## src/rtl/pwm_evctl_consts.svh

```systemverilog
// Offsets, field positions and reset values of the
// output, debug and event control slice. Definitions only.
`ifndef PWM_EVCTL_CONSTS_SVH
`define PWM_EVCTL_CONSTS_SVH
`define OFS_DRV          8'h18
`define OFS_DBG          8'h1e
`define OFS_EVIO         8'h20
`define OFS_STATUS       8'h30
`define RST_DRV          32'h00000000
`define RST_DBG          8'h00
`define RST_EVIO         32'h00000000
`define DRV_FILT1_LSB    28
`define DRV_FILT0_LSB    24
`define DRV_INV_LSB      16
`define DRV_NRV_LSB      8
`define DRV_NRE_LSB      0
`define DBG_BRKFLT_BIT   2
`define DBG_RUN_BIT      0
`define EV_MCEO_LSB      24
`define EV_MCEI_LSB      16
`define EV_TCEI1_BIT     15
`define EV_TCEI0_BIT     14
`define EV_INV1_BIT      13
`define EV_INV0_BIT      12
`define EV_CYCLE_EVENT_OUT_ENABLE_BIT     10
`define EV_RETRIGGER_EVENT_OUT_ENABLE_BIT     9
`define EV_WRAP_EVENT_OUT_ENABLE_BIT     8
`define EV_CYCLE_EVENT_POINT_SELECT_LSB    6
`define EV_ACT1_LSB      3
`define EV_ACT0_LSB      0
`endif

```

## src/rtl/pwm_evctl_pkg.sv

```systemverilog
// Types shared by the event and output control slice.
// Assumes the constants header defines the offsets and field positions; the action and cycle point codes are defined here.
package pwm_evctl_pkg;
	typedef enum logic [1:0] {
		CYC_BEGIN    = 2'b00,
		CYC_END      = 2'b01,
		CYC_BETWEEN  = 2'b10,
		CYC_BOUNDARY = 2'b11
	} cycle_point_e;

	typedef enum logic [2:0] {
		ACT1_OFF   = 3'b000,
		ACT1_RETRG = 3'b001,
		ACT1_DIR   = 3'b010,
		ACT1_STOP  = 3'b011,
		ACT1_DEC   = 3'b100,
		ACT1_PPW   = 3'b101,
		ACT1_PWP   = 3'b110,
		ACT1_FAULT = 3'b111
	} input1_action_e;

	typedef enum logic [2:0] {
		ACT0_OFF    = 3'b000,
		ACT0_RETRG  = 3'b001,
		ACT0_COUNT  = 3'b010,
		ACT0_START  = 3'b011,
		ACT0_INC    = 3'b100,
		ACT0_ACOUNT = 3'b101,
		ACT0_STAMP  = 3'b110,
		ACT0_FAULT  = 3'b111
	} input0_action_e;

	// Action strobes toward the counter core
	typedef struct packed {
		logic retrigger;
		logic direction;
		logic stop;
		logic start;
		logic count;
		logic increment;
		logic decrement;
		logic count_active;
		logic stamp;
		logic period_pulse;
		logic pulse_period;
	} counter_action_s;

	// Counter core happenings
	typedef struct packed {
		logic       wrap;
		logic       retrigger;
		logic       cycle_begin;
		logic       cycle_end;
		logic       first_cycle;
		logic       last_cycle;
		logic [3:0] channel_match;
	} core_event_s;

	typedef struct packed {
		logic       wrap;
		logic       retrigger;
		logic       cycle;
		logic [3:0] channel;
	} event_out_s;
endpackage

```

## src/rtl/pwm_evctl.sv

```systemverilog
// Output driver, debug and event control slice of a PWM timer.
// Assumes counter core, channels and event routing sit outside on clk.
`timescale 1ns/1ps
`include "pwm_evctl_consts.svh"

// Functional notes
// - 4-bit filter on both timer event inputs
// - Per-output inversion from bits 23:16
// - Fault drives enabled outputs to fault level
// - Fault tri-states outputs without override enable
// - Debug-break bit raises fault and debug flag
// - Timer halts in debug unless run bit set
// - Software reset keeps debug control bits
// - Cycle event out enabled by bit 10
// - Retrigger event out enabled by bit 9
// - Wrap event out enabled by bit 8
// - Cycle point select field chooses event point
// - Input 1 action field decodes eight actions
// - Input 0 action field decodes eight actions
// - Channel match events gated by out enables
// - Channel incoming events gated by in enables
// - Timer event inputs gated by enable bits
// - Timer event inputs optionally inverted
module pwm_evctl (
	// Clock and reset
	input  wire logic                           clk,
	input  wire logic                           rst,
	input  wire logic                           soft_reset,
	// Register port
	input  wire logic [7:0]                     reg_addr,
	input  wire logic [31:0]                    reg_wdata,
	input  wire logic                           reg_write,
	input  wire logic                           reg_read,
	output logic      [31:0]                    reg_rdata,
	// Timer state
	input  wire logic                           timer_enabled,
	input  wire logic                           write_locked,
	input  wire logic                           debug_halted,
	input  wire logic                           fault_external,
	output logic                                timer_halt,
	output logic                                fault_active,
	output logic                                debug_fault_state_flag,
	// Event inputs from routing
	input  wire logic                           timer_event_input_0,
	input  wire logic                           timer_event_input_1,
	input  wire logic [3:0]                     channel_event_in,
	output logic      [3:0]                     channel_event_accept,
	output pwm_evctl_pkg::counter_action_s      counter_action,
	// Counter core happenings and events out
	input  wire pwm_evctl_pkg::core_event_s     core_event,
	output pwm_evctl_pkg::event_out_s           event_out,
	// Waveform outputs
	input  wire logic [7:0]                     waveform_raw,
	output logic      [7:0]                     waveform_output,
	output logic      [7:0]                     waveform_output_en
);
	logic [31:0] output_driver_control;
	logic [7:0]  debug_behaviour_control;
	logic [31:0] event_io_control;
	logic [1:0]  in_sync1;
	logic [1:0]  in_sync2;
	logic [1:0]  in_filt;
	logic [1:0]  in_prev;
	logic [3:0]  filt_cnt [2];
	logic [1:0]  in_ev;
	logic [3:0]  ch_sync1;
	logic [3:0]  ch_sync2;
	logic        debug_fault;
	logic        input_fault;
	logic        next_fault;
	logic [7:0]  next_wave;
	logic [7:0]  next_wave_en;
	pwm_evctl_pkg::input0_action_e act0;
	pwm_evctl_pkg::input1_action_e act1;
	pwm_evctl_pkg::cycle_point_e   cyc_sel;
	pwm_evctl_pkg::counter_action_s next_action;
	logic        next_cycle_ev;

	// Write qualification
	function automatic logic wr_hit(input logic [7:0] ofs, input logic prot);
		wr_hit = reg_write && reg_addr == ofs && !write_locked &&
			!(prot && timer_enabled);
	endfunction

	always_ff @(posedge clk) begin
		if (rst || soft_reset) begin
			output_driver_control <= `RST_DRV;
		end else if (wr_hit(`OFS_DRV, 1'b1)) begin
			output_driver_control <= reg_wdata;
		end
	end

	// Debug control survives soft reset
	always_ff @(posedge clk) begin
		if (rst) begin
			debug_behaviour_control <= `RST_DBG;
		end else if (wr_hit(`OFS_DBG, 1'b0)) begin
			debug_behaviour_control <= {5'h00, reg_wdata[2], 1'b0,
				reg_wdata[0]};
		end
	end

	always_ff @(posedge clk) begin
		if (rst || soft_reset) begin
			event_io_control <= `RST_EVIO;
		end else if (wr_hit(`OFS_EVIO, 1'b1)) begin
			event_io_control <= {4'h0, reg_wdata[27:24], 4'h0,
				reg_wdata[19:16], reg_wdata[15:12], 1'b0,
				reg_wdata[10:0]};
		end
	end

	always_ff @(posedge clk) begin
		if (rst) begin
			reg_rdata <= 32'h00000000;
		end else if (reg_read) begin
			unique case (reg_addr)
			`OFS_DRV:    reg_rdata <= output_driver_control;
			`OFS_DBG:    reg_rdata <= {24'h000000, debug_behaviour_control};
			`OFS_EVIO:   reg_rdata <= event_io_control;
			`OFS_STATUS: reg_rdata <= {29'h00000000, debug_fault,
				fault_active, timer_halt};
			default:     reg_rdata <= 32'h00000000;
			endcase
		end else begin
			reg_rdata <= 32'h00000000;
		end
	end

	// Pin synchronisers
	always_ff @(posedge clk) begin
		if (rst) begin
			in_sync1 <= 2'h0;
			in_sync2 <= 2'h0;
			ch_sync1 <= 4'h0;
			ch_sync2 <= 4'h0;
		end else begin
			in_sync1 <= {timer_event_input_1, timer_event_input_0};
			in_sync2 <= in_sync1;
			ch_sync1 <= channel_event_in;
			ch_sync2 <= ch_sync1;
		end
	end

	// Stable-count filters, one per input
	generate
		for (genvar i = 0; i < 2; i++) begin : g_filt
			logic [3:0] len;
			logic       raw;
			assign len = output_driver_control[`DRV_FILT0_LSB + 4*i +: 4];
			assign raw = in_sync2[i] ^
				event_io_control[`EV_INV0_BIT + i];
			always_ff @(posedge clk) begin
				if (rst) begin
					filt_cnt[i] <= 4'h0;
					in_filt[i]  <= 1'b0;
				end else if (len == 4'h0 || raw == in_filt[i]) begin
					filt_cnt[i] <= 4'h0;
					in_filt[i]  <= raw;
				end else if (filt_cnt[i] + 4'h1 >= len) begin
					filt_cnt[i] <= 4'h0;
					in_filt[i]  <= raw;
				end else begin
					filt_cnt[i] <= filt_cnt[i] + 4'h1;
				end
			end
			assign in_ev[i] = in_filt[i] && !in_prev[i] &&
				event_io_control[`EV_TCEI0_BIT + i];
		end
	endgenerate

	always_ff @(posedge clk) begin
		if (rst) begin
			in_prev <= 2'h0;
		end else begin
			in_prev <= in_filt;
		end
	end

	assign act0 = pwm_evctl_pkg::input0_action_e'(
		event_io_control[`EV_ACT0_LSB +: 3]);
	assign act1 = pwm_evctl_pkg::input1_action_e'(
		event_io_control[`EV_ACT1_LSB +: 3]);
	assign cyc_sel = pwm_evctl_pkg::cycle_point_e'(
		event_io_control[`EV_CYCLE_EVENT_POINT_SELECT_LSB +: 2]);

	// Level faults from inputs held active while enabled
	assign input_fault =
		(act0 == pwm_evctl_pkg::ACT0_FAULT && in_filt[0] &&
		 event_io_control[`EV_TCEI0_BIT]) ||
		(act1 == pwm_evctl_pkg::ACT1_FAULT && in_filt[1] &&
		 event_io_control[`EV_TCEI1_BIT]);
	assign debug_fault = debug_halted &&
		debug_behaviour_control[`DBG_BRKFLT_BIT];

	always_comb begin
		next_action = '0;
		unique case (act0)
		pwm_evctl_pkg::ACT0_RETRG:  next_action.retrigger = in_ev[0];
		pwm_evctl_pkg::ACT0_COUNT:  next_action.count = in_ev[0];
		pwm_evctl_pkg::ACT0_START:  next_action.start = in_ev[0];
		pwm_evctl_pkg::ACT0_INC:    next_action.increment = in_ev[0];
		pwm_evctl_pkg::ACT0_ACOUNT: next_action.count_active =
			in_filt[0] && event_io_control[`EV_TCEI0_BIT];
		pwm_evctl_pkg::ACT0_STAMP:  next_action.stamp = in_ev[0];
		default: ;
		endcase
		unique case (act1)
		pwm_evctl_pkg::ACT1_RETRG: next_action.retrigger =
			next_action.retrigger | in_ev[1];
		pwm_evctl_pkg::ACT1_DIR:   next_action.direction =
			in_filt[1] && event_io_control[`EV_TCEI1_BIT];
		pwm_evctl_pkg::ACT1_STOP:  next_action.stop = in_ev[1];
		pwm_evctl_pkg::ACT1_DEC:   next_action.decrement = in_ev[1];
		pwm_evctl_pkg::ACT1_PPW:   next_action.period_pulse = in_ev[1];
		pwm_evctl_pkg::ACT1_PWP:   next_action.pulse_period = in_ev[1];
		default: ;
		endcase
	end

	always_ff @(posedge clk) begin
		if (rst) begin
			counter_action       <= '0;
			channel_event_accept <= 4'h0;
		end else begin
			counter_action       <= next_action;
			channel_event_accept <= ch_sync2 &
				event_io_control[`EV_MCEI_LSB +: 4];
		end
	end

	// Fault and halt state
	assign next_fault = input_fault || debug_fault || fault_external;
	always_ff @(posedge clk) begin
		if (rst) begin
			fault_active           <= 1'b0;
			debug_fault_state_flag <= 1'b0;
			timer_halt             <= 1'b0;
		end else begin
			fault_active           <= next_fault;
			debug_fault_state_flag <= debug_fault;
			timer_halt             <= debug_halted &&
				!debug_behaviour_control[`DBG_RUN_BIT];
		end
	end

	always_comb begin
		unique case (cyc_sel)
		pwm_evctl_pkg::CYC_BEGIN:   next_cycle_ev = core_event.cycle_begin;
		pwm_evctl_pkg::CYC_END:     next_cycle_ev = core_event.cycle_end;
		pwm_evctl_pkg::CYC_BETWEEN: next_cycle_ev = core_event.cycle_end &&
			!core_event.last_cycle;
		pwm_evctl_pkg::CYC_BOUNDARY: next_cycle_ev =
			(core_event.cycle_begin && core_event.first_cycle) ||
			(core_event.cycle_end && core_event.last_cycle);
		endcase
	end

	always_ff @(posedge clk) begin
		if (rst) begin
			event_out <= '0;
		end else begin
			event_out.cycle     <= next_cycle_ev &&
				event_io_control[`EV_CYCLE_EVENT_OUT_ENABLE_BIT];
			event_out.retrigger <= core_event.retrigger &&
				event_io_control[`EV_RETRIGGER_EVENT_OUT_ENABLE_BIT];
			event_out.wrap      <= core_event.wrap &&
				event_io_control[`EV_WRAP_EVENT_OUT_ENABLE_BIT];
			event_out.channel   <= core_event.channel_match &
				event_io_control[`EV_MCEO_LSB +: 4];
		end
	end

	// Waveform drive, inversion then fault override
	generate
		for (genvar w = 0; w < 8; w++) begin : g_wave
			always_comb begin
				if (fault_active &&
				    output_driver_control[`DRV_NRE_LSB + w]) begin
					next_wave[w]    = output_driver_control[`DRV_NRV_LSB + w];
					next_wave_en[w] = 1'b1;
				end else if (fault_active) begin
					next_wave[w]    = 1'b0;
					next_wave_en[w] = 1'b0;
				end else begin
					next_wave[w]    = waveform_raw[w] ^
						output_driver_control[`DRV_INV_LSB + w];
					next_wave_en[w] = 1'b1;
				end
			end
		end
	endgenerate

	always_ff @(posedge clk) begin
		if (rst) begin
			waveform_output    <= 8'h00;
			waveform_output_en <= 8'h00;
		end else begin
			waveform_output    <= next_wave;
			waveform_output_en <= next_wave_en;
		end
	end
endmodule

```

## config.mk

```make
export PLATFORM = sky130hd
export DESIGN_NAME = pwm_evctl
export DESIGN_NICKNAME = d
export VERILOG_FILES = /design/src/rtl/pwm_evctl_pkg.sv /design/src/rtl/pwm_evctl.sv
export VERILOG_INCLUDE_DIRS = /design/src /design/src/rtl
export SDC_FILE = /design/constraint.sdc
export NUM_CORES = 1
export LEC_CHECK = 0
export BUFFER_PORTS_ARGS = -buffer_cell sky130_fd_sc_hd__buf_2
export CAP_MARGIN = 0
export CORE_MARGIN = 2
export CORE_UTILIZATION = 52
export CTS_CLUSTER_DIAMETER = 50
export DETAILED_ROUTE_END_ITERATION = 8
export PLACE_DENSITY = 0.84
export SYNTH_ARGS = -nofsm -noshare
export SYNTH_HDL_FRONTEND = slang
export SYNTH_SLANG_ARGS = --single-unit
```

## constraint.sdc

```tcl
create_clock -name clk -period 1.9 [get_ports clk]
set_clock_uncertainty 0.05 [all_clocks]
set_input_delay 0.095 -clock clk [delete_from_list [all_inputs] [get_ports clk]]
set_output_delay 0.095 -clock clk [all_outputs]
set_load 0.02 [all_outputs]
```

==> impl_metrics.toml <==
[setup_path]
endpoint_kind = "flip-flop"
worstPathArrival_ps = 2320
timing.rr.end = "in_filt[1]"
criticalPathCategory = "reg2reg"
reg2reg_setup_slack_ps = -50
cp_max_fo = 4
required_ps = 2270
startpoint_type = "flip-flop"
timing.rr.start = "filt_cnt[1][0]"
reg2reg_depth = 6

[pwr]
p_leak_uw = 0.00327
ir_worst_vdd_v = 0.000612
p_per_area_nw_per_um2 = 907
p_total_uw = 7350

[synth]
yosys_warnings = 0
syn_area_um2 = 5650
synth_flop_cell = "dfxtp_1"
ys_ff_latch = 154
synth_edf_count = 8
avgSynthCellArea_um2 = 9.28
ys_async_sr_fraction = 0
syn_inst = 609
synth.distinct_cells = 47
yosysSeqAreaShare = 0.560

[cts]
cts_buffers = 17
clock_latency_ps = 530
cts_buffer_depth = 2
cts_root_buf = "clkbuf_8"
path_clk_slew_ps = 70
cts_tree = "done"
htreeDepth = 4
clock_sinks = 154

[sta]
fin_crit_ps = 1950
rsz0062_at_grt = "yes"
final.setup.worst_slack_ps = -50.5
drv_slew = 0
slew_headroom = 0.501
hold_viol = 1
worst_pin_slew_ps = 749
worst_hold_slack_ps = -1.21
setup_viol_count_final = 6
max_freq_ghz = 0.513
fin_crit_sh = 1.03

[flow_run]
drv_cap = 0

[drt]
avgViaCountPerCell = 5.47
drc = 0
totalWireLength_um = 17300
dr.pass1.iters = 5
wl_per_cell_um = 17.6
ant_nets = 0
dr_total_vias = 5397
first_iter_violations = 368

[die]
ios = 146
die_area_um2 = 11700
die_w_um = 108
rows = 38
initial_core_util = 0.526
die_y_um = 108
fp.coreArea_um2 = 10700

[min_path]
hold_path_end = "reg_rdata[0]"
hp-start = "reg_addr[0]"
whs_path_depth = 5
worst_hold_path_type = "in2reg"

[placed_design]
dp_hpwl_um = 10100
place_ws_ps = -109
io_buffers = 145
place_congestion = 0.898
dpl_cell_area_um2 = 6600

[outcome]
status = "finished, violations left"
violations = "negative hold slack, negative setup slack"

[final_layout]
stdcell_area_um2 = 8110
layout.nets = 916
syn2layout_area_growth_pct = 43.4
drive_gt1_frac = 0.291

[grt]
antenna_found_initial = 0
gr-usage-all-layers = 0.293
grt_max_degree = 56
grt_pass1_vias = 5324
grt_pass1_wl_um = 26100
grt_overflow = 0
[through the flow]
stage | TNS [ps] | utilization | hold WS, ps | cells
finish | -218 | 0.754 | -1.21 | 987
global route | -450 | 0.754 | 28.5 | 986
detailed placement | -309 | 0.614 | 266 | 886
global placement | 0 | 0.614 | 252 | 886
floorplan | 0 | - | 173 | 616
CTS | -6.52 | 0.739 | 0.702 | 986
[synthesized netlist by cell type, drive strengths merged (2+ instances only)]
cell / count / share of area
o21ai: 4 / 0.0035
buf: 12 / 0.012
a211oi: 2 / 0.0027
edfxtp: 8 / 0.042
o22a: 2 / 0.0031
nor3: 6 / 0.0053
or4: 2 / 0.0033
xnor2: 14 / 0.022
nand2: 117 / 0.078
a21oi: 67 / 0.073
nor4: 3 / 0.0044
nor3b: 4 / 0.0073
nor2b: 19 / 0.021
mux2i: 4 / 0.0071
clkbuf: 21 / 0.014
xor2: 2 / 0.0031
mux2: 2 / 0.0040
nand3: 5 / 0.0044
nand3b: 2 / 0.0027
a22oi: 23 / 0.031
dfxtp: 146 / 0.52
a31oi: 9 / 0.010
and2: 11 / 0.012
nor2: 59 / 0.039
nand4: 2 / 0.0022
ha: 10 / 0.022
and3: 14 / 0.015
inv: 22 / 0.015
o2111ai: 2 / 0.0031
nand2b: 3 / 0.0033
nor4b: 2 / 0.0031
[layer usage]
layer / share of wire / global-route usage / wire [µm]
met5: 0 / 0 / 0
met4: 0.029 / 0.135 / 507
met3: 0.072 / 0.0645 / 1250
met2: 0.51 / 0.511 / 8840
met1: 0.39 / 0.344 / 6750
[worst max-delay path, stage by stage (launching register included)]
cell and delay [ps]:
edfxtp_1 460, ha_2 210, xor2_1 160, ha_2 200, a211oi_4 370, o21ai_2 110
mux2_2 280
[cell families (layout without fill, tap and decap cells)]
| family | Yosys count | in the layout | synth area share |
|---|---|---|---|
| muxes | 6 | 6 | 0.0111 |
| adders and majority gates | 10 | 10 | 0.0221 |
| AOI/OAI and AO/OA | 113 | 113 | 0.131 |
| other | 1 | 9 | 0.000663 |
| DFF | 154 | 154 | 0.560 |
| xor gates and xnor gates | 16 | 16 | 0.0248 |
| buffers and inverters | 55 | 285 | 0.0409 |
| and+or+nand+nor | 254 | 254 | 0.210 |
[how the worst max path moves through the flow]
stage,startpoint,end,cells past startpoint
finish,filt_cnt[1][0],in_filt[1],6
CTS,filt_cnt[1][0],in_filt[1],6
global placement,filt_cnt[1][0],filt_cnt[1][2],6
detailed placement,filt_cnt[1][0],in_filt[1],6
global route,filt_cnt[1][0],in_filt[1],5
floorplan,filt_cnt[0][0],in_filt[0],5
[what timing repair did]
item,CTS,global route
setup endpoints to repair,10,32
hold buffers,67,0
cloned,0,1
pin swaps,1,9
buffers inserted,1,0
hold endpoints to repair,87,0
gates resized for setup,8,26
[cell usage in the layout (no fill, tap or decap), types with 8 or more instances in the layout]
master,n
a22oi_1,23
buf_4,15
a21oi_1,46
inv_1,22
nor2_1,57
buf_2,145
conb_1,8
and2_1,11
and3_1,14
a31oi_1,9
dlygate4sd3_1,66
a21oi_2,21
xnor2_1,13
dfxtp_1,146
nand2_1,116
clkbuf_16,19
edfxtp_1,8
nor2b_1,19
[layout make-up]
type | count | area [µm²]
multi-input cells | 407 | 2460
diodes | 1 | 2.50
flip-flops and latches | 154 | 3160
clock inverters | 11 | 154
fillers | 728 | 2640
clock buffers | 21 | 482
inverters | 22 | 82.6
well taps | 140 | 175
repair buffers | 231 | 1590
[registers in the layout (all words and copies together), names as in the netlist]
name	cells
output_driver_control	32
reg_rdata	32
event_io_control	23
counter_action	11
filt_cnt	8
waveform_output	8
waveform_output_en	8
event_out	7
ch_sync1	4
ch_sync2	4
channel_event_accept	4
debug_behaviour_control	2
in_filt	2
in_prev	2
in_sync1	2
in_sync2	2
debug_fault_state_flag	1
fault_active	1
timer_halt	1
[report_power, final]
| part | internal [µW] | switching (µW) |
|---|---|---|
| Combinational | 230 | 233 |
| Clock | 2210 | 1360 |
| Sequential | 3300 | 19.8 |
| Total | 5740 | 1610 |
Power figures use the tool's default switching activity.
